<file path="config.mk">
export PLATFORM = sky130hd
export DESIGN_NAME = rcs_reset_cause_seq
export DESIGN_NICKNAME = d
export VERILOG_FILES = /design/src/rtl/rcs_pkg.sv /design/src/rtl/rcs_reset_cause_seq.sv
export SDC_FILE = /design/constraint.sdc
export NUM_CORES = 1
export LEC_CHECK = 0
export BUFFER_PORTS_ARGS = -buffer_cell sky130_fd_sc_hd__buf_2
export CORE_MARGIN = 1.5
export CORE_UTILIZATION = 30
export DETAILED_ROUTE_END_ITERATION = 10
export PLACE_DENSITY = 0.5
export RECOVER_POWER = 50
export REMOVE_ABC_BUFFERS = 1
export SLEW_MARGIN = 20
export SYNTH_ARGS = -nofsm -noshare
export SYNTH_HDL_FRONTEND = slang
export SYNTH_SLANG_ARGS = --single-unit
export TNS_END_PERCENT = 100
</file>
<file path="constraint.sdc">
create_clock -name clk_sys -period 6.9 [get_ports clk_sys]
set_input_delay 0.69 -clock clk_sys [delete_from_list [all_inputs] [get_ports clk_sys]]
set_output_delay 0.69 -clock clk_sys [all_outputs]
set_load 0.02 [all_outputs]
</file>
<file path="src/rtl/rcs_pkg.sv">
// Constants, types and decode helpers for the reset-cause and start-up sequencer.
// Assumes one 100 MHz system clock and a 32-bit AXI4-Lite register port.
//
// Overview of operation
// - Power-control register at index 8Eh holds the last reset kind in two low flags.
// - Power-on flag, bit 1, cleared by power-on reset, kept by every other reset.
// - Brown-out flag, bit 0, undefined after power-on, cleared by brown-out reset.
// - With brown-out mode 00 the brown-out flag means nothing.
// - Crystal classes add 1024 oscillator periods; other classes only the power-up delay.
// - Power-on: power-on flag 0, both status flags 1; brown-out: brown-out flag 0.
// - Pin reset outside sleep keeps all four flags; watchdog reset clears only the expiry flag.
// - Pin reset in sleep sets expiry, clears sleep flag; watchdog wake clears both.
// - Pin or watchdog reset clears wake enable; power-up resets load 01qq.
// - Wake-ups leave power-control untouched and update only the two status flags.
// - Core status loads 0001 1xxx on power-up resets, 000q quuu otherwise.
// - Ten-bit configuration word layout: mode, protects, pin, delay, watchdog, oscillator.
// - Power-up delay of 64 ms on the 31 kHz clock, only after power-up resets.
// - Mode 01 follows the software enable; mode 10 disables detection in sleep.
// - Brown-out during the power-up delay restarts the whole delay after recovery.

`default_nettype none

package rcs_pkg;

  // ****************************************
  // Register map
  // ****************************************
  localparam int unsigned AXI_ADDR_W = 12;
  localparam logic [7:0] CORE_STATUS_IDX = 8'h03;
  localparam logic [7:0] POWER_CONTROL_IDX = 8'h8e;
  localparam logic [11:0] CONFIG_ADDR = 12'h400;
  localparam logic [11:0] IRQ_STATUS_ADDR = 12'h404;
  localparam logic [11:0] IRQ_MASK_ADDR = 12'h408;
  localparam logic [11:0] SEQ_STATE_ADDR = 12'h40c;
  localparam logic [1:0] RESP_OKAY = 2'h0;
  localparam logic [1:0] RESP_DECERR = 2'h3;

  // ****************************************
  // Field positions and reset values
  // ****************************************
  localparam int unsigned CS_EXPIRY_BIT = 4;
  localparam int unsigned CS_SLEEP_BIT = 3;
  localparam int unsigned PC_WAKE_EN_BIT = 5;
  localparam int unsigned PC_SW_BOR_BIT = 4;
  localparam int unsigned PC_POR_BIT = 1;
  localparam int unsigned PC_BOR_BIT = 0;
  localparam logic [7:0] CORE_STATUS_POR = 8'h18;
  localparam logic [7:0] CORE_STATUS_SW_MASK = 8'he7;
  localparam logic [7:0] POWER_CONTROL_POR = 8'h10;
  localparam logic [7:0] POWER_CONTROL_SW_MASK = 8'h33;
  localparam logic [9:0] CONFIG_RESET = 10'h3ff;
  localparam int unsigned IRQ_W = 5;
  localparam int unsigned IRQ_POR = 0;
  localparam int unsigned IRQ_BOR = 1;
  localparam int unsigned IRQ_WDT = 2;
  localparam int unsigned IRQ_PIN = 3;
  localparam int unsigned IRQ_WAKE = 4;
  localparam logic [4:0] IRQ_STATUS_POR = 5'h01;

  // ****************************************
  // Timing
  // ****************************************
  localparam int unsigned POWERUP_DELAY_TIMER_MS = 64;
  localparam int unsigned LFO_HZ = 31000;
  localparam int unsigned POWERUP_DELAY_TIMER_TICKS = POWERUP_DELAY_TIMER_MS * LFO_HZ / 1000;
  localparam int unsigned OST_TICKS = 1024;

  // ****************************************
  // Types
  // ****************************************
  typedef enum logic [2:0] {
    OSC_LOW_POWER_CRYSTAL = 3'h0,
    OSC_STANDARD_CRYSTAL = 3'h1,
    OSC_HIGH_SPEED_CRYSTAL = 3'h2,
    OSC_EXTERNAL_CLOCK_INPUT = 3'h3,
    OSC_INTERNAL_OSCILLATOR_IO = 3'h4,
    OSC_INTERNAL_OSCILLATOR_CLKOUT = 3'h5,
    OSC_RESISTOR_CAPACITOR_IO = 3'h6,
    OSC_RESISTOR_CAPACITOR_CLKOUT = 3'h7
  } rcs_osc_e;

  typedef enum logic [1:0] {
    BOR_OFF = 2'h0,
    BOR_SOFTWARE = 2'h1,
    BOR_AWAKE_ONLY = 2'h2,
    BOR_ALWAYS = 2'h3
  } rcs_bor_e;

  typedef enum logic [1:0] {
    SEQ_RUN = 2'b00,
    SEQ_SUPPLY = 2'b01,
    SEQ_POWERUP_DELAY_TIMER = 2'b11,
    SEQ_OST = 2'b10
  } rcs_seq_e;

  typedef enum logic [2:0] {
    REG_NONE, REG_CORE, REG_POWER, REG_CONFIG, REG_IRQ_STATUS, REG_IRQ_MASK, REG_SEQ
  } rcs_reg_e;

  typedef struct packed {
    rcs_bor_e brownout_mode_select;
    logic data_protect;
    logic code_protect;
    logic ext_reset_pin_enable;
    logic powerup_delay_disable;
    logic watchdog_enable_cfg;
    rcs_osc_e oscillator_select;
  } rcs_cfg_s;

  typedef struct packed {
    logic brownout_detect;
    logic watchdog_timeout;
    logic sleep_enter;
    logic wake_interrupt;
  } rcs_evt_s;

  // ****************************************
  // Helpers
  // ****************************************
  function automatic logic is_crystal(input rcs_osc_e osc);
    is_crystal = (osc == OSC_LOW_POWER_CRYSTAL) || (osc == OSC_STANDARD_CRYSTAL) ||
                 (osc == OSC_HIGH_SPEED_CRYSTAL);
  endfunction : is_crystal

  function automatic rcs_reg_e decode_reg(input logic [AXI_ADDR_W-1:0] addr);
    logic [9:0] word;
    word = addr[AXI_ADDR_W-1:2];
    if (word == {2'b00, CORE_STATUS_IDX}) decode_reg = REG_CORE;
    else if (word == {2'b00, POWER_CONTROL_IDX}) decode_reg = REG_POWER;
    else if (word == CONFIG_ADDR[11:2]) decode_reg = REG_CONFIG;
    else if (word == IRQ_STATUS_ADDR[11:2]) decode_reg = REG_IRQ_STATUS;
    else if (word == IRQ_MASK_ADDR[11:2]) decode_reg = REG_IRQ_MASK;
    else if (word == SEQ_STATE_ADDR[11:2]) decode_reg = REG_SEQ;
    else decode_reg = REG_NONE;
  endfunction : decode_reg

endpackage : rcs_pkg

`default_nettype wire

</file>
<file path="src/rtl/rcs_reset_cause_seq.sv">
// Reset-cause flags, start-up hold sequencer and AXI4-Lite register slave.
// Assumes event inputs and tick strobes are synchronous to clk_sys.

`default_nettype none

module rcs_reset_cause_seq #(
  parameter int unsigned POWERUP_DELAY_TIMER_TICKS = rcs_pkg::POWERUP_DELAY_TIMER_TICKS,
  parameter int unsigned OST_TICKS = rcs_pkg::OST_TICKS,
  parameter int unsigned CNT_W = 11,
  parameter logic [9:0] CFG_RESET = rcs_pkg::CONFIG_RESET
) (
  // Clock and reset
  input wire logic clk_sys,
  input wire logic resetn,
  input wire logic ce,
  // Event sources and tick strobes
  input wire rcs_pkg::rcs_evt_s evt,
  input wire logic ext_reset_pin_n,
  input wire logic lfo_tick,
  input wire logic osc_tick,
  // Block outputs
  output logic core_reset_hold,
  output logic in_sleep,
  output logic brownout_detect_enable,
  output logic irq,
  // AXI4-Lite slave
  input wire logic [rcs_pkg::AXI_ADDR_W-1:0] s_axi_awaddr,
  input wire logic s_axi_awvalid,
  output logic s_axi_awready,
  input wire logic [31:0] s_axi_wdata,
  input wire logic [3:0] s_axi_wstrb,
  input wire logic s_axi_wvalid,
  output logic s_axi_wready,
  output logic [1:0] s_axi_bresp,
  output logic s_axi_bvalid,
  input wire logic s_axi_bready,
  input wire logic [rcs_pkg::AXI_ADDR_W-1:0] s_axi_araddr,
  input wire logic s_axi_arvalid,
  output logic s_axi_arready,
  output logic [31:0] s_axi_rdata,
  output logic [1:0] s_axi_rresp,
  output logic s_axi_rvalid,
  input wire logic s_axi_rready
);

  // ****************************************
  // Parameter check
  // ****************************************
  if (POWERUP_DELAY_TIMER_TICKS < 1 || OST_TICKS < 1 || POWERUP_DELAY_TIMER_TICKS > 2 ** CNT_W || OST_TICKS > 2 ** CNT_W)
  begin : g_bad_counts
    $error("Tick counts do not fit the phase counter");
  end

  // ****************************************
  // State
  // ****************************************
  rcs_pkg::rcs_seq_e state_q, state_d;
  logic [CNT_W-1:0] cnt_q;
  logic [7:0] core_status_q;
  logic [7:0] power_control_q;
  rcs_pkg::rcs_cfg_s cfg_q;
  logic [rcs_pkg::IRQ_W-1:0] irq_status_q, irq_mask_q, irq_set;
  logic in_sleep_q, pin_prev_q, hold_q, bor_en_q, irq_q;
  logic awready_q, wready_q, bvalid_q, arready_q, rvalid_q;
  logic [1:0] bresp_q, rresp_q;
  logic [31:0] rdata_q, wdata_q, rd_word;
  logic [3:0] wstrb_q;
  logic [rcs_pkg::AXI_ADDR_W-1:0] awaddr_q;
  rcs_pkg::rcs_reg_e wr_sel, rd_sel;
  logic wr_en, rd_take, wr_core, wr_power;
  logic bor_en, bor_hit, bor_start, pin_active, pin_start;
  logic wdt_hit, wdt_reset, wdt_wake, wake_irq, sleep_go, quiet, crystal;
  logic powerup_delay_timer_done, ost_done;

  // ****************************************
  // Event qualification
  // ****************************************
  always_comb
  begin
    unique case (cfg_q.brownout_mode_select)
      rcs_pkg::BOR_OFF: bor_en = 1'b0;
      rcs_pkg::BOR_SOFTWARE: bor_en = power_control_q[rcs_pkg::PC_SW_BOR_BIT];
      rcs_pkg::BOR_AWAKE_ONLY: bor_en = !in_sleep_q;
      rcs_pkg::BOR_ALWAYS: bor_en = 1'b1;
    endcase
  end

  assign crystal = rcs_pkg::is_crystal(cfg_q.oscillator_select);
  assign bor_hit = evt.brownout_detect && bor_en;
  assign bor_start = bor_hit && (state_q != rcs_pkg::SEQ_SUPPLY);
  assign pin_active = cfg_q.ext_reset_pin_enable && !ext_reset_pin_n;
  assign pin_start = pin_active && !pin_prev_q && !bor_hit;
  assign quiet = (state_q == rcs_pkg::SEQ_RUN) && !pin_active && !bor_hit;
  assign wdt_hit = evt.watchdog_timeout && cfg_q.watchdog_enable_cfg && quiet;
  assign wdt_reset = wdt_hit && !in_sleep_q;
  assign wdt_wake = wdt_hit && in_sleep_q;
  assign wake_irq = evt.wake_interrupt && in_sleep_q && quiet && !wdt_hit;
  assign sleep_go = evt.sleep_enter && !in_sleep_q && quiet && !wdt_hit;

  // ****************************************
  // Start-up sequencer
  // ****************************************
  assign powerup_delay_timer_done = lfo_tick && (cnt_q == CNT_W'(POWERUP_DELAY_TIMER_TICKS - 1));
  assign ost_done = osc_tick && (cnt_q == CNT_W'(OST_TICKS - 1));

  always_comb
  begin
    state_d = state_q;
    unique case (state_q)
      rcs_pkg::SEQ_SUPPLY:
      begin
        if (!bor_hit)
        begin
          if (!cfg_q.powerup_delay_disable) state_d = rcs_pkg::SEQ_POWERUP_DELAY_TIMER;
          else if (crystal) state_d = rcs_pkg::SEQ_OST;
          else state_d = rcs_pkg::SEQ_RUN;
        end
      end
      rcs_pkg::SEQ_POWERUP_DELAY_TIMER:
      begin
        if (powerup_delay_timer_done) state_d = crystal ? rcs_pkg::SEQ_OST : rcs_pkg::SEQ_RUN;
      end
      rcs_pkg::SEQ_OST:
      begin
        if (ost_done) state_d = rcs_pkg::SEQ_RUN;
      end
      rcs_pkg::SEQ_RUN:
      begin
        if ((wake_irq || wdt_wake) && crystal) state_d = rcs_pkg::SEQ_OST;
      end
    endcase
    if (bor_hit) state_d = rcs_pkg::SEQ_SUPPLY;
  end

  always_ff @(posedge clk_sys or negedge resetn)
  begin
    if (!resetn) state_q <= rcs_pkg::SEQ_SUPPLY;
    else if (ce) state_q <= state_d;
  end

  always_ff @(posedge clk_sys or negedge resetn)
  begin
    if (!resetn) cnt_q <= '0;
    else if (ce)
    begin
      if (state_d != state_q) cnt_q <= '0;
      else if (state_q == rcs_pkg::SEQ_POWERUP_DELAY_TIMER && lfo_tick) cnt_q <= cnt_q + 1'b1;
      else if (state_q == rcs_pkg::SEQ_OST && osc_tick) cnt_q <= cnt_q + 1'b1;
    end
  end

  always_ff @(posedge clk_sys or negedge resetn)
  begin
    if (!resetn)
    begin
      hold_q <= 1'b1;
      pin_prev_q <= 1'b0;
      bor_en_q <= 1'b0;
      in_sleep_q <= 1'b0;
    end
    else if (ce)
    begin
      hold_q <= (state_d != rcs_pkg::SEQ_RUN) || pin_active || wdt_reset;
      pin_prev_q <= pin_active;
      bor_en_q <= bor_en;
      if (bor_hit || pin_start || wdt_hit || wake_irq) in_sleep_q <= 1'b0;
      else if (sleep_go) in_sleep_q <= 1'b1;
    end
  end

  // ****************************************
  // Reset-cause registers
  // ****************************************
  assign wr_core = wr_en && (wr_sel == rcs_pkg::REG_CORE) && wstrb_q[0];
  assign wr_power = wr_en && (wr_sel == rcs_pkg::REG_POWER) && wstrb_q[0];

  always_ff @(posedge clk_sys or negedge resetn)
  begin
    if (!resetn) core_status_q <= rcs_pkg::CORE_STATUS_POR;
    else if (ce)
    begin
      if (bor_hit) core_status_q <= {3'b000, 2'b11, core_status_q[2:0]};
      else if (pin_start && in_sleep_q) core_status_q <= {3'b000, 2'b10, core_status_q[2:0]};
      else if (pin_start) core_status_q <= {3'b000, core_status_q[4:0]};
      else if (wdt_reset) core_status_q <= {3'b000, 1'b0, core_status_q[3:0]};
      else if (wdt_wake) core_status_q <= {core_status_q[7:5], 2'b00, core_status_q[2:0]};
      else if (wake_irq) core_status_q <= {core_status_q[7:5], 2'b10, core_status_q[2:0]};
      else if (sleep_go) core_status_q <= {core_status_q[7:5], 2'b10, core_status_q[2:0]};
      else if (wr_core)
        core_status_q <= (wdata_q[7:0] & rcs_pkg::CORE_STATUS_SW_MASK) |
                         (core_status_q & ~rcs_pkg::CORE_STATUS_SW_MASK);
    end
  end

  always_ff @(posedge clk_sys or negedge resetn)
  begin
    if (!resetn) power_control_q <= rcs_pkg::POWER_CONTROL_POR;
    else if (ce)
    begin
      if (bor_hit)
        power_control_q <= {2'b00, 2'b01, 2'b00, power_control_q[1], 1'b0};
      else if (pin_start || wdt_reset)
        power_control_q <= power_control_q & ~(8'h01 << rcs_pkg::PC_WAKE_EN_BIT);
      else if (wr_power)
        power_control_q <= wdata_q[7:0] & rcs_pkg::POWER_CONTROL_SW_MASK;
    end
  end

  always_ff @(posedge clk_sys or negedge resetn)
  begin
    if (!resetn)
    begin
      cfg_q <= CFG_RESET;
      irq_mask_q <= '0;
    end
    else if (ce && wr_en)
    begin
      if (wr_sel == rcs_pkg::REG_CONFIG && wstrb_q[0]) cfg_q[7:0] <= wdata_q[7:0];
      if (wr_sel == rcs_pkg::REG_CONFIG && wstrb_q[1]) cfg_q[9:8] <= wdata_q[9:8];
      if (wr_sel == rcs_pkg::REG_IRQ_MASK && wstrb_q[0]) irq_mask_q <= wdata_q[rcs_pkg::IRQ_W-1:0];
    end
  end

  // ****************************************
  // Interrupt status
  // ****************************************
  always_comb
  begin
    irq_set = '0;
    irq_set[rcs_pkg::IRQ_BOR] = bor_start;
    irq_set[rcs_pkg::IRQ_WDT] = wdt_reset;
    irq_set[rcs_pkg::IRQ_PIN] = pin_start;
    irq_set[rcs_pkg::IRQ_WAKE] = wdt_wake || wake_irq;
  end

  always_ff @(posedge clk_sys or negedge resetn)
  begin
    if (!resetn)
    begin
      irq_status_q <= rcs_pkg::IRQ_STATUS_POR;
      irq_q <= 1'b0;
    end
    else if (ce)
    begin
      if (rd_take && rd_sel == rcs_pkg::REG_IRQ_STATUS) irq_status_q <= irq_set;
      else irq_status_q <= irq_status_q | irq_set;
      irq_q <= |(irq_status_q & irq_mask_q);
    end
  end

  // ****************************************
  // AXI4-Lite write channel
  // ****************************************
  assign wr_en = !awready_q && !wready_q && !bvalid_q;
  assign wr_sel = rcs_pkg::decode_reg(awaddr_q);

  always_ff @(posedge clk_sys or negedge resetn)
  begin
    if (!resetn)
    begin
      awready_q <= 1'b1;
      wready_q <= 1'b1;
      bvalid_q <= 1'b0;
      bresp_q <= rcs_pkg::RESP_OKAY;
      awaddr_q <= '0;
      wdata_q <= '0;
      wstrb_q <= '0;
    end
    else if (ce)
    begin
      if (s_axi_awvalid && awready_q)
      begin
        awaddr_q <= s_axi_awaddr;
        awready_q <= 1'b0;
      end
      if (s_axi_wvalid && wready_q)
      begin
        wdata_q <= s_axi_wdata;
        wstrb_q <= s_axi_wstrb;
        wready_q <= 1'b0;
      end
      if (wr_en)
      begin
        bvalid_q <= 1'b1;
        bresp_q <= (wr_sel == rcs_pkg::REG_NONE) ? rcs_pkg::RESP_DECERR : rcs_pkg::RESP_OKAY;
        awready_q <= 1'b1;
        wready_q <= 1'b1;
      end
      else if (bvalid_q && s_axi_bready) bvalid_q <= 1'b0;
    end
  end

  // ****************************************
  // AXI4-Lite read channel
  // ****************************************
  assign rd_take = s_axi_arvalid && arready_q;
  assign rd_sel = rcs_pkg::decode_reg(s_axi_araddr);

  always_comb
  begin
    rd_word = '0;
    unique case (rd_sel)
      rcs_pkg::REG_CORE: rd_word[7:0] = core_status_q;
      rcs_pkg::REG_POWER: rd_word[7:0] = power_control_q;
      rcs_pkg::REG_CONFIG: rd_word[9:0] = cfg_q;
      rcs_pkg::REG_IRQ_STATUS: rd_word[rcs_pkg::IRQ_W-1:0] = irq_status_q;
      rcs_pkg::REG_IRQ_MASK: rd_word[rcs_pkg::IRQ_W-1:0] = irq_mask_q;
      rcs_pkg::REG_SEQ: rd_word[4:0] = {bor_en_q, in_sleep_q, hold_q, state_q};
      rcs_pkg::REG_NONE: rd_word = '0;
    endcase
  end

  always_ff @(posedge clk_sys or negedge resetn)
  begin
    if (!resetn)
    begin
      arready_q <= 1'b1;
      rvalid_q <= 1'b0;
      rdata_q <= '0;
      rresp_q <= rcs_pkg::RESP_OKAY;
    end
    else if (ce)
    begin
      if (rd_take)
      begin
        arready_q <= 1'b0;
        rvalid_q <= 1'b1;
        rdata_q <= rd_word;
        rresp_q <= (rd_sel == rcs_pkg::REG_NONE) ? rcs_pkg::RESP_DECERR : rcs_pkg::RESP_OKAY;
      end
      else if (rvalid_q && s_axi_rready)
      begin
        rvalid_q <= 1'b0;
        arready_q <= 1'b1;
      end
    end
  end

  // ****************************************
  // Outputs
  // ****************************************
  assign core_reset_hold = hold_q;
  assign in_sleep = in_sleep_q;
  assign brownout_detect_enable = bor_en_q;
  assign irq = irq_q;
  assign s_axi_awready = awready_q;
  assign s_axi_wready = wready_q;
  assign s_axi_bvalid = bvalid_q;
  assign s_axi_bresp = bresp_q;
  assign s_axi_arready = arready_q;
  assign s_axi_rvalid = rvalid_q;
  assign s_axi_rdata = rdata_q;
  assign s_axi_rresp = rresp_q;
endmodule : rcs_reset_cause_seq

`default_nettype wire

</file>
Word-level counts from Yosys, hierarchy flattened
Index checks and enable logic that the tools add are counted.
{ "word_totals": {"ramBits": 0, "romBits": 0, "elab_cells": 233, "output_inout_bits": 45, "ff_bits": 97, "latchBits": 0, "memories": 0} }
{ "classes": {"n_eq_ne": 40, "n_shift": 0, "n_mux": 52, "n_lt_le_gt_ge": 0, "addsub": 1, "reduce_logical": 95, "bitwise": 11, "n_div": 0, "n_mul": 0} }
{ "ops": {"columns": ["operator", "count"], "rows": [
  ["8-bit 2-to-1 mux", 11],
  ["10-bit by 9-bit equality test with 1-bit output (second input constant)", 8],
  ["1-bit logical AND", 39],
  ["3-bit 2-to-1 mux", 12],
  ["5-bit case mux with 7 select lines", 1],
  ["11-bit 2-to-1 mux", 3],
  ["2-bit AND reduction", 14],
  ["10-bit by 2-bit equality test with 1-bit output (second input constant)", 2],
  ["10-bit by 8-bit equality test with 1-bit output (second input constant)", 2],
  ["2-bit 2-to-1 mux", 9],
  ["3-bit by 2-bit equality test with 1-bit output (second input constant)", 5],
  ["5-bit by 4-bit != test with 1-bit output (second input constant)", 3],
  ["2-bit nonzero test", 7],
  ["3-bit equality test (second input constant)", 4],
  ["1-bit 2-to-1 mux", 12],
  ["11-bit by 1-bit adder with 11-bit output (second input constant)", 1],
  ["11-bit by 10-bit equality test with 1-bit output (second input constant)", 1],
  ["11-bit equality test (second input constant)", 1],
  ["3-bit by 1-bit equality test with 1-bit output (second input constant)", 3],
  ["1-bit zero test", 9],
  ["3-bit zero test", 3],
  ["1-bit logical OR", 9],
  ["3-bit case mux with 3 select lines", 1],
  ["9-bit AND reduction", 1],
  ["other kinds (22)", 38]
]} }

Longest topological paths before layout
Gate-level depths: netlist of the first run.
{ "logic_depth": {"word_depth": 18, "ltp_mapped": 8, "mapped_depth_nobuf": 7} }

Worst setup path before layout of the first run
OpenSTA, ideal clock, no wires.
{ "synth_timing": {"path_type": "input port to flip-flop", "startpoint": "input port ce", "endpoint": "register cfg_q[8] in the netlist's numbering", "t_arrival_ps": 2189, "required_time_ps": 6818, "stages": 5, "path_buffers": 1, "setup_slack_ps": 4629, "cell_sequence": "clkbuf_1 -> nor4b_1 -> nand2_1 -> nor3_1 -> mux2_2"} }
{ "synth_via": {"elab_chain_cells": 2} }
{ "synth_rtl": {"columns": ["element", "line_no", "rtl"], "rows": [
  ["from (decl)", "rcs_reset_cause_seq.sv:15", "input wire logic ce,"],
  ["1-bit logical AND", "rcs_reset_cause_seq.sv:216", "else if (ce && wr_en)"],
  ["2-bit AND reduction (no line)", null, null],
  ["to (decl)", "rcs_reset_cause_seq.sv:61", "rcs_pkg::rcs_cfg_s cfg_q;"]
]} }
No other way between the ends.
A chain may end at the register's enable or synchronous reset.

Final worst setup path of the first run
{ "layout_timing": {"startpoint": "input port ce", "endpoint": "register cfg_q[9] in the netlist's numbering"} }
Same word-level chain as after synthesis.

==> impl_metrics.csv, run 1 <==
group,metric,value,unit
run,maxCapViolations,2,
timing,worst_slack,3510,ps
power,power_frac_seq,46.3,%
power,switching_share,31.2,%
clock_network,post_cts.resized_instances,0,
timing,final_hold_viol_count,0,
yosys,synth_area,4710,sq um
floorplanning,fp-row-count,45,
route,detail-route-antenna-nets,0,
yosys,ys_types,58,
yosys,area_share_of_the_largest_cell_type_after_synthesis,37.2,%
floorplanning,die_width,128,microns
timing,finalSetupViolCount,0,
critical_path,start_kind,"input port",
global_route,wire_length_of_the_first_global_routing_pass,19.0,mm
final_layout,design_area,5460,sq um
global_route,antenna_found_initial,0,
clock_network,ctsLongestPathBuffers,2,
min_path,hold_path_depth,2,
route,route.final.wire_length,11.4,mm
critical_path,r2r_end,"core_status_q[0]$_DFFE_PN0P_",
clock_network,insertion_delay,350,ps
clock_network,tritoncts_buffer_count,9,
yosys,synthFlopType,"sky130_fd_sc_hd__dfrtp_1",
clock_network,cts.reportedPaths.clkPinSlew,70,ps
yosys,ys_seq_area_share,47.8,%
critical_path,cp_max_fo,36,
min_path,holdCritPathClass,"register to register",
floorplanning,initial_core_util,30.8,%
min_path,min-delay-start,"s_axi_rdata[9]$_DFFE_PN0P_",
placement,port-buffer-count,69,
critical_path,cp_slowest_stage_delay,1210,ps
critical_path,reg2reg_setup_slack,4280,ps
final_layout,fin_nets,584,
yosys,synth_top_area_cell,"sky130_fd_sc_hd__dfrtp_1",
timing,finalCritPeriodShare,49.1,%
clock_network,hold_buffers,0,
power,power.switching,517,uW
critical_path,cp_cell_sequence,"buf_2, clkbuf_1, nor4b_1, nand2_1, nor3_1, mux2_2",
run_status,result_of_the_run,"finished, violations left",
global_route,vias_in_the_first_global_route,3541,
critical_path,regToRegStartpoint,"awaddr_q[11]$_DFFE_PN0P_",
yosys,yosys_register_bits,89,
final_layout,areaGrowthSynthToFinish,16.0,%
placement,finalWeightedCongestion,0.834,
yosys,async_reset_ff_share,100,%
power,intPower,1.14,mW
yosys,synthTopCellsByArea,"sky130_fd_sc_hd__dfrtp_1 37%, sky130_fd_sc_hd__dfstp_2 11%, sky130_fd_sc_hd__mux2_2 9.3%",
yosys,yosys_warnings,0,
placement,dpl_cell_area,5150,sq um
clock_network,cts_num_sinks,89,
route,drt_first_iter_violations,199,
yosys,synth-edff-count,0,
critical_path,critical-path-slowest-cell,"sky130_fd_sc_hd__clkbuf_1",
global_route,largest_net_degree_at_the_start_of_global_routing,58,
power,pd_cells,304,nW/um^2
timing,timing.max_slew.rel_slack,-16.3,%
floorplanning,die-area,16500,sq um
critical_path,worst_setup_path_end_kind,"register",
clock_network,cts_setup_buffers,0,
critical_path,critPathTopFamily,"simple AND/OR/NAND/NOR gates",
critical_path,worst_reg2reg_path_depth,6,
timing,unrepaired_setup_endpoints_after_global_routing,"no",
clock_network,cts_tree,"done",
timing,max_clock_freq,295,MHz
timing,finalCriticalPeriod,3390,ps
global_route,track_usage,15.0,%
floorplanning,io_pins,120,
yosys,mean_instance_size_in_the_synthesized_netlist,10.6,sq um
power,total_leakage_power,2.43,nW
route,drt_first_pass_iters,4,
placement,detailed_place_hpwl,8.32,mm
run_status,failed_checks,"max-capacitance violations, max-slew violations",
route,route.detailed.vias_per_inst,4.91,
placement,detailedPlace.worstSlack,4040,ps
timing,finalSetupTns,0,ps
floorplanning,die_h,128,microns
timing,worst-slew-pin-transition,1740,ps
power,vdd.ir_drop.worst,140,uV
timing,maxSlewViolCount,71,
yosys,post_synth_inst_count,445,
power,share_clk_of_total_power,32.4,%
critical_path,crit_arrival,3670,ps
clock_network,cts_max_level,3,
final_layout,post_route_cells_drive_above_1_share,28.8,%
floorplanning,core,15300,sq um
timing,clock_skew,5.18,ps
critical_path,setup.worst_path.start,"ce",
critical_path,worstPathBufferInverterCount,2,
clock_network,root_buffer,"sky130_fd_sc_hd__clkbuf_16",
critical_path,path_class,"input port to register",
final_layout,antenna_cells_inserted,0,
global_route,grt_overflow_total,0,
power,comb_power_share,21.4,%
route,detail_route.drc_violations,0,
power,sum_of_internal_switching_and_leakage_power,1.66,mW
min_path,hold_path_end,"s_axi_rdata[9]$_DFFE_PN0P_",
critical_path,worst_ep_required_time,7180,ps
route,drt-wirelength-per-cell,15.7,microns
route,vias_after_detailed_routing,3555,
-- power groups by stage --
stage               Sequential, mW  Clock, mW  Combinational (mW)
floorplan                    0.754          0               0.246
global placement             0.770          0               0.350
detailed placement           0.774          0               0.356
CTS                          0.765      0.548               0.359
global route                 0.786      0.573               0.397
finish                       0.767      0.536               0.354
-- worst register-to-register path, delay by kind of cell (launching register included) --
| kind | cells | cell delay (ps) |
|---|---|---|
| mux | 1 | 370 |
| simple gates | 4 | 1190 |
| flops | 1 | 390 |
| compound gates | 1 | 540 |
-- how the worst max path moves through the flow --
| stage | to | slack [ps] | cells past startpoint |
|---|---|---|---|
| 6_report | cfg_q[9]$_DFFE_PN1P_ | 3510 | 6 |
| 2_1_floorplan | cnt_q[5]$_DFFE_PN0P_ | 4700 | 6 |
| 5_1_grt | cfg_q[9]$_DFFE_PN1P_ | 3210 | 6 |
| 3_5_place_dp | cfg_q[9]$_DFFE_PN1P_ | 4040 | 6 |
| 4_1_cts | core_status_q[0]$_DFFE_PN0P_ | 4240 | 6 |
| 3_3_place_gp | cfg_q[9]$_DFFE_PN1P_ | 4060 | 6 |
-- cell usage in the layout, fill, tap and decap left out, types with 4 or more instances in the layout --
cell type                   Yosys  layout
sky130_fd_sc_hd__nor4b_1        5       5
sky130_fd_sc_hd__buf_2          2      60
sky130_fd_sc_hd__dfstp_2       19      19
sky130_fd_sc_hd__inv_1         10      10
sky130_fd_sc_hd__and2_1        10      10
sky130_fd_sc_hd__a22o_1         5       5
sky130_fd_sc_hd__nand3_1       14      14
sky130_fd_sc_hd__a31oi_1        8       8
sky130_fd_sc_hd__mux2_1         4       4
sky130_fd_sc_hd__clkbuf_16      0       9
sky130_fd_sc_hd__o21ai_0       23      23
sky130_fd_sc_hd__nand2b_1       6       6
sky130_fd_sc_hd__a21oi_1       15      15
sky130_fd_sc_hd__mux4_2         5       5
sky130_fd_sc_hd__and3_1         4       4
sky130_fd_sc_hd__mux2_2        39      39
sky130_fd_sc_hd__a22oi_1        6       6
sky130_fd_sc_hd__and4_1         4       4
sky130_fd_sc_hd__conb_1         1      22
sky130_fd_sc_hd__clkbuf_1      11      11
sky130_fd_sc_hd__nor3_1         6       6
sky130_fd_sc_hd__dfrtp_1       70      70
sky130_fd_sc_hd__nand4_1        8       8
sky130_fd_sc_hd__a21o_1        15      15
sky130_fd_sc_hd__nor2_1        21      21
sky130_fd_sc_hd__nand2_1       56      56
sky130_fd_sc_hd__nor2b_1        5       5
sky130_fd_sc_hd__o211ai_1       4       4
-- cells in the mapped netlist, types with 3 or more instances --
| master | count |
|---|---|
| sky130_fd_sc_hd__nor2_1 | 21 |
| sky130_fd_sc_hd__nor4b_1 | 5 |
| sky130_fd_sc_hd__a21o_1 | 15 |
| sky130_fd_sc_hd__dfstp_2 | 19 |
| sky130_fd_sc_hd__mux4_2 | 5 |
| sky130_fd_sc_hd__a22o_1 | 5 |
| sky130_fd_sc_hd__mux2_1 | 4 |
| sky130_fd_sc_hd__a21oi_1 | 15 |
| sky130_fd_sc_hd__nand4_1 | 8 |
| sky130_fd_sc_hd__nand3_1 | 14 |
| sky130_fd_sc_hd__nor2b_1 | 5 |
| sky130_fd_sc_hd__o31ai_1 | 3 |
| sky130_fd_sc_hd__clkbuf_1 | 11 |
| sky130_fd_sc_hd__nand4b_1 | 3 |
| sky130_fd_sc_hd__nor3_1 | 6 |
| sky130_fd_sc_hd__and3_1 | 4 |
| sky130_fd_sc_hd__o22ai_1 | 3 |
| sky130_fd_sc_hd__nand2b_1 | 6 |
| sky130_fd_sc_hd__o21ai_0 | 23 |
| sky130_fd_sc_hd__a22oi_1 | 6 |
| sky130_fd_sc_hd__mux2_2 | 39 |
| sky130_fd_sc_hd__xnor2_1 | 3 |
| sky130_fd_sc_hd__o211ai_1 | 4 |
| sky130_fd_sc_hd__inv_1 | 10 |
| sky130_fd_sc_hd__nand2_1 | 56 |
| sky130_fd_sc_hd__and4_1 | 4 |
| sky130_fd_sc_hd__a31oi_1 | 8 |
| sky130_fd_sc_hd__dfrtp_1 | 70 |
| sky130_fd_sc_hd__buf_4 | 24 |
| sky130_fd_sc_hd__and2_1 | 10 |
-- per-layer routing --
metal / vias up / part of all wire (%) / track usage [%]
li1: 1703 / - / -
met1: 1756 / 48 / 20.1
met2: 82 / 46 / 23.6
met3: 14 / 4.3 / 3.05
met4: 0 / 1.8 / 6.01
met5: - / 0 / 0
-- kinds of logic after synthesis --
| family | Yosys count | share of synthesized area, % |
|---|---|---|
| simple gates | 158 | 18.0 |
| compound gates | 93 | 13.9 |
| flops | 89 | 47.8 |
| buf+inv | 50 | 6.27 |
| mux | 49 | 12.9 |
| xor+xnor | 4 | 0.744 |
| fa+ha+maj | 1 | 0.266 |
| other cells | 1 | 0.0797 |
-- layout make-up --
class | instances | area (sq um)
clock buffers | 11 | 243
clock inverters | 5 | 78.8
fillers | 1517 | 9800
inverters | 10 | 37.5
multi-input cells | 327 | 2240
flip-flops and latches | 89 | 2250
well taps | 211 | 264
repair buffers | 71 | 345
-- stage by stage --
step                      utilization, %  cells  hold slack (ps)
after global routing                35.8    724              498
after detailed placement            33.8    708              460
after floorplan                        -    426              394
after global placement              33.8    708              451
final                               35.8    724              477
after CTS                           35.9    724              284
-- flip-flops by register name, summed over array words and instances (netlist names), 2 cells and up --
name,cells
cnt_q,11
awaddr_q,10
cfg_q,10
s_axi_rdata,10
wdata_q,10
core_status_q,8
irq_mask_q,5
irq_status_q,5
power_control_q,4
state_q,2
wstrb_q,2
Note: power is estimated with default switching activity, not from simulation.
==> inputs of run 2 (changes only) <==
- PLACE_DENSITY: 0.5 -> 0.52
- clock period: 6.9 -> 2.75 ns (I/O delays scaled with it)
==> run 2 against run 1 <==
The run now ends clean. Core utilization rose by 0.24 points. First-iteration DRC count down 6.5%. Global-route usage rose by 0.067 points. Worst hold slack got worse by 330 ps. Final area rose by 0.66%. Combinational power increased to 2.5 times the previous value. Critical path depth did not move. Non-clock buffer count up 7. Sequential power rose to 2.5 times the previous value. Sequential cell count unchanged. Critical endpoint is now core_status_q[2]$_DFFE_PN0P_. Largest cell class is now multi-input combinational cells.
==> impl_metrics.csv, run 2 (synthesis results as in run 1) <==
group,metric,value,unit
run_status,result_of_the_run,"finished clean",
global_route,track_usage,15.0,%
floorplanning,io_pins,120,
run,maxCapViolations,0,
route,drt_first_pass_iters,4,
placement,detailed_place_hpwl,8.49,mm
final_layout,area.sequential,2250,sq um
global_route,vias_in_the_first_global_route,3564,
critical_path,setup.worst_path.start,"s_axi_wready$_DFFE_PN1P_",
critical_path,worst_setup_path_end_kind,"register",
timing,worst-slew-pin-transition,1290,ps
clock_network,ctsLongestPathBuffers,2,
final_layout,layout.cells.most_common,"sky130_fd_sc_hd__dfrtp_1",
critical_path,reg2reg_setup_slack,310,ps
critical_path,crit_top_cell,"sky130_fd_sc_hd__and2_1",
placement,placedCellCount,714,
global_route,antenna_found_initial,0,
route,drt-wirelength-per-cell,15.8,microns
global_route,largest_net_degree_at_the_start_of_global_routing,50,
power,vdd.ir_drop.worst,304,uV
route,route.final.wire_length,11.5,mm
power,pd_cells,734,nW/um^2
placement,port-buffer-count,69,
floorplanning,initial_core_util,30.8,%
global_route,wire_length_of_the_first_global_routing_pass,19.0,mm
floorplanning,die-area,16500,sq um
floorplanning,die_h,128,microns
power,sum_of_internal_switching_and_leakage_power,4.03,mW
clock_network,cts_tree,"done",
critical_path,worst_ep_required_time,2990,ps
route,detail-route-antenna-nets,0,
final_layout,areaGrowthSynthToFinish,16.7,%
floorplanning,fp-row-count,45,
critical_path,critical-path-slowest-cell,"sky130_fd_sc_hd__a2111oi_4",
min_path,holdCritPathClass,"input port to register",
critical_path,worstPathBufferInverterCount,0,
floorplanning,die_width,128,microns
clock_network,cts_num_sinks,89,
critical_path,cp_max_fo,6,
critical_path,crit_arrival,2680,ps
final_layout,utilization,36.0,%
critical_path,cp_cell_sequence,"nor4b_2, and2_1, nand4_1, a2111oi_4, and2_1, mux2_1",
critical_path,cp_slowest_stage_delay,450,ps
timing,finalCritPeriodShare,88.8,%
clock_network,insertion_delay,350,ps
critical_path,critPathTopFamily,"simple AND/OR/NAND/NOR gates",
timing,maxSlewViolCount,0,
final_layout,largest_reg_flops,11,
timing,finalSetupTns,0,ps
timing,unrepaired_setup_endpoints_after_global_routing,"no",
critical_path,start_kind,"register",
global_route,grt_overflow_total,0,
min_path,min-delay-start,"s_axi_wstrb[0]",
min_path,hold_path_depth,2,
final_layout,post_route_cells_drive_above_1_share,27.9,%
final_layout,fin_nets,591,
power,total_leakage_power,2.41,nW
final_layout,regMostFlops,"cnt_q",
clock_network,root_buffer,"sky130_fd_sc_hd__clkbuf_16",
timing,clock_skew,7.67,ps
final_layout,nFillCells,1565,
route,route.detailed.vias_per_inst,4.91,
timing,final_hold_viol_count,0,
critical_path,regToRegStartpoint,"s_axi_wready$_DFFE_PN1P_",
floorplanning,core,15300,sq um
critical_path,path_class,"register to register",
final_layout,antenna_cells_inserted,0,
critical_path,worst_reg2reg_path_depth,6,
timing,finalCriticalPeriod,2440,ps
placement,finalWeightedCongestion,0.841,
route,vias_after_detailed_routing,3588,
final_layout,multiInputGateArea,2250,sq um
clock_network,cts_setup_buffers,0,
route,drt_first_iter_violations,186,
timing,timing.max_slew.rel_slack,13.8,%
timing,finalSetupViolCount,0,
clock_network,tritoncts_buffer_count,9,
route,detail_route.drc_violations,0,
final_layout,instances_no_fill,731,
final_layout,layout.cells.most_common_list,"70 x sky130_fd_sc_hd__dfrtp_1, 56 x sky130_fd_sc_hd__nand2_1, 49 x sky130_fd_sc_hd__buf_2",
timing,max_clock_freq,409,MHz
critical_path,cp_num_cells,6,
clock_network,cts.reportedPaths.clkPinSlew,70,ps
clock_network,cts_max_level,3,
run 2: path summary, 6_finish.rpt:
check / end
max: core_status_q[2]$_DFFE_PN0P_
min: wstrb_q[0]$_DFFE_PN0P_
max reg2reg: core_status_q[2]$_DFFE_PN0P_
min reg2reg: s_axi_rdata[2]$_DFFE_PN0P_
max in group asynchronous: core_status_q[4]$_DFFE_PN1P_
min in group asynchronous: cnt_q[1]$_DFFE_PN0P_
run 2: repair_timing:
| action | 4_1_cts | 5_1_grt |
|---|---|---|
| hold buffers | 1 | 0 |
| endpoints found under the hold margin | 42 | 0 |
| resized for setup | 0 | 1 |
| setup endpoints to repair | 0 | 3 |
run 2: layout make-up:
class,instances,area share (%)
Clock buffer,11,4.60
Clock inverter,5,0.683
Inverter,10,0.683
Multi-Input combinational cell,327,41.0
Sequential cell,89,41.0
Tap cell,211,4.80
Timing Repair Buffer,78,7.29
run 2: layer usage:
metal | global-route usage (%) | routed length [microns]
met5 | 0 | 0
met2 | 23.1 | 5230
met4 | 5.29 | 157
met3 | 4.05 | 560
met1 | 20.3 | 5600
run 2: power breakdown:
group / total, mW / switching [mW] / internal, mW
Sequential: 1.93 / 0.313 / 1.61
Combinational: 0.902 / 0.470 / 0.432
Clock: 1.20 / 0.535 / 0.667
Total: 4.03 / 1.32 / 2.71
run 2: per-stage QoR:
step	hold slack [ps]	area, sq um	worst slack, ps
floorplan	-20.6	4530	556
global placement	349	5210	241
detailed placement	361	5210	190
CTS	140	5510	191
global route	137	5500	83.3
finish	148	5500	308
==> inputs of run 3 (changes only) <==
- CORE_UTILIZATION: 30 -> 40
- PLACE_DENSITY: 0.52 -> 0.65
==> run 3 against run 2 <==
Combinational power rose by 0.7%. Fmax fell by 1.6%. Non-clock buffer count down 1. Global-route usage rose by 3.1 points. Core utilization grew 11 points. Critical path depth did not move. First-iteration DRC count rose by 24%. Critical endpoint unchanged. Largest power group unchanged. Highest routed layer unchanged.
==> impl_metrics.csv, run 3 (synthesis results as in run 1) <==
group,metric,value,unit
run_status,result_of_the_run,"finished clean",
critical_path,reg2reg_setup_slack,270,ps
global_route,grt_overflow_total,0,
global_route,largest_net_degree_at_the_start_of_global_routing,61,
power,pd_cells,752,nW/um^2
global_route,globalRouteMet2Util,28.3,%
timing,timing.max_slew.rel_slack,2.91,%
global_route,track_usage,18.2,%
floorplanning,die-area,12400,sq um
timing,finalSetupTns,0,ps
min_path,holdCritPathClass,"input port to register",
final_layout,layout.cells.most_common_list,"70 x sky130_fd_sc_hd__dfrtp_1, 60 x sky130_fd_sc_hd__buf_2, 56 x sky130_fd_sc_hd__nand2_1",
power,power.switching,1.28,mW
power,vdd.ir_drop.worst,470,uV
final_layout,areaGrowthSynthToFinish,14.7,%
critical_path,cp_cell_sequence,"nor4b_2, and2_1, nand4_1, a2111oi_2, and2_1, mux2_1",
floorplanning,fp-row-count,39,
timing,unrepaired_setup_endpoints_after_global_routing,"no",
final_layout,layout.cells.most_common,"sky130_fd_sc_hd__dfrtp_1",
final_layout,utilization,47.1,%
critical_path,regToRegStartpoint,"s_axi_wready$_DFFE_PN1P_",
power,share_clk_of_total_power,30.3,%
power,comb_power_share,22.4,%
min_path,hold_path_depth,2,
critical_path,start_kind,"register",
route,route.detailed.vias_per_inst,5.47,
route,vias_after_detailed_routing,3618,
timing,worst-slew-pin-transition,1460,ps
clock_network,cts.reportedPaths.clkPinSlew,60,ps
final_layout,post_route_cells_drive_above_1_share,29.7,%
placement,port-buffer-count,69,
route,drt_first_iter_violations,231,
critical_path,worst_reg2reg_path_depth,6,
global_route,met1_usage,24.9,%
floorplanning,core,11500,sq um
global_route,globalRouteMet3Util,3.21,%
route,drt-wirelength-per-cell,16.4,microns
clock_network,post_cts.resized_instances,0,
critical_path,critical-path-slowest-cell,"sky130_fd_sc_hd__a2111oi_2",
clock_network,cts_max_level,3,
clock_network,insertion_delay,340,ps
final_layout,regMostFlops,"cnt_q",
critical_path,worst_setup_path_end_kind,"register",
route,route.final.wire_length,10.8,mm
floorplanning,die_h,111,microns
timing,final_hold_viol_count,0,
timing,maxSlewViolCount,0,
clock_network,root_buffer,"sky130_fd_sc_hd__clkbuf_16",
min_path,min-delay-start,"s_axi_awaddr[3]",
route,drt_first_pass_iters,4,
floorplanning,initial_core_util,41.0,%
timing,finalCriticalPeriod,2480,ps
critical_path,r2r_end,"core_status_q[2]$_DFFE_PN0P_",
critical_path,crit_arrival,2710,ps
power,intPower,2.78,mW
placement,finalWeightedCongestion,0.849,
final_layout,antenna_cells_inserted,0,
critical_path,worst_ep_required_time,2980,ps
timing,finalCritPeriodShare,90.3,%
timing,max_clock_freq,403,MHz
critical_path,cp_max_fo,6,
critical_path,cp_slowest_stage_delay,480,ps
final_layout,largest_reg_flops,11,
timing,clock_skew,5.61,ps
critical_path,crit_top_cell,"sky130_fd_sc_hd__and2_1",
global_route,antenna_found_initial,0,
power,total_leakage_power,2.45,nW
run,maxCapViolations,0,
final_layout,fin_nets,590,
timing,finalSetupViolCount,0,
floorplanning,die_width,111,microns
clock_network,cts_tree,"done",
min_path,hold_path_end,"awaddr_q[3]$_DFFE_PN0P_",
power,power_frac_seq,47.3,%
power,switching_share,31.5,%
global_route,globalRoute.busiestLayer,"met2",
clock_network,cts_setup_buffers,0,
global_route,wire_length_of_the_first_global_routing_pass,18.0,mm
floorplanning,io_pins,120,
route,detail_route.drc_violations,0,
clock_network,ctsLongestPathBuffers,2,
clock_network,tritoncts_buffer_count,9,
critical_path,path_class,"register to register",
critical_path,critPathTopFamily,"simple AND/OR/NAND/NOR gates",
clock_network,cts_num_sinks,89,
route,detail-route-antenna-nets,0,
global_route,vias_in_the_first_global_route,3580,
placement,detailed_place_hpwl,7.93,mm
critical_path,worstPathBufferInverterCount,0,
clock_network,hold_buffers,0,
run 3: cell types whose count changed in the layout (fill, tap and decap cells not counted), sizes merged:
cell,delta
buf,+11
clkbuf,-10
clkinv,+2
clkinvlp,-2
inv,-2
bufinv,+1
dlygate4sd3,-1
run 3: power by group through the flow:
stage | sequential (mW) | combinational, mW | clock [mW]
6_report | 1.92 | 0.908 | 1.23
5_1_grt | 1.97 | 1.00 | 1.31
4_1_cts | 1.92 | 0.918 | 1.26
3_5_place_dp | 1.94 | 0.915 | 0
3_3_place_gp | 1.93 | 0.884 | 0
2_1_floorplan | 1.89 | 0.616 | 0
run 3: cell type report:
cell class                      count  area (sq um)
Clock buffer                       12           246
Tap cell                          143           179
Multi-Input combinational cell    327          2240
Inverter                           10          37.5
Fill cell                        1082          6070
Timing Repair Buffer               77           393
Sequential cell                    89          2250
Clock inverter                      4          52.6
run 3: stage by stage:
step	area (sq um)	hold slack [ps]	total power, mW	worst slack [ps]	instances
floorplan	4530	-20.6	2.51	556	426
global placement	5130	391	2.81	278	646
detailed placement	5130	397	2.86	269	646
CTS	5430	33.3	4.10	248	662
global route	5400	163	4.28	92.5	662
finish	5400	157	4.06	268	662
run 3: per-layer routing:
layer  routed length [microns]  share of wire, %
met1                      5140                47
met4                       208               1.9
met2                      4920                45
met5                         0                 0
met3                       561               5.2
run 3: worst max-delay path by stage:
stage	slack [ps]	endpoint	cells past startpoint	start
after CTS	250	core_status_q[2]$_DFFE_PN0P_	6	s_axi_wready$_DFFE_PN1P_
after global placement	280	core_status_q[2]$_DFFE_PN0P_	6	s_axi_wready$_DFFE_PN1P_
after detailed placement	270	core_status_q[2]$_DFFE_PN0P_	6	s_axi_wready$_DFFE_PN1P_
final	270	core_status_q[2]$_DFFE_PN0P_	6	s_axi_wready$_DFFE_PN1P_
after global routing	90	core_status_q[0]$_DFFE_PN0P_	6	s_axi_wready$_DFFE_PN1P_
after floorplan	560	core_status_q[0]$_DFFE_PN0P_	6	s_axi_bvalid$_DFFE_PN0P_
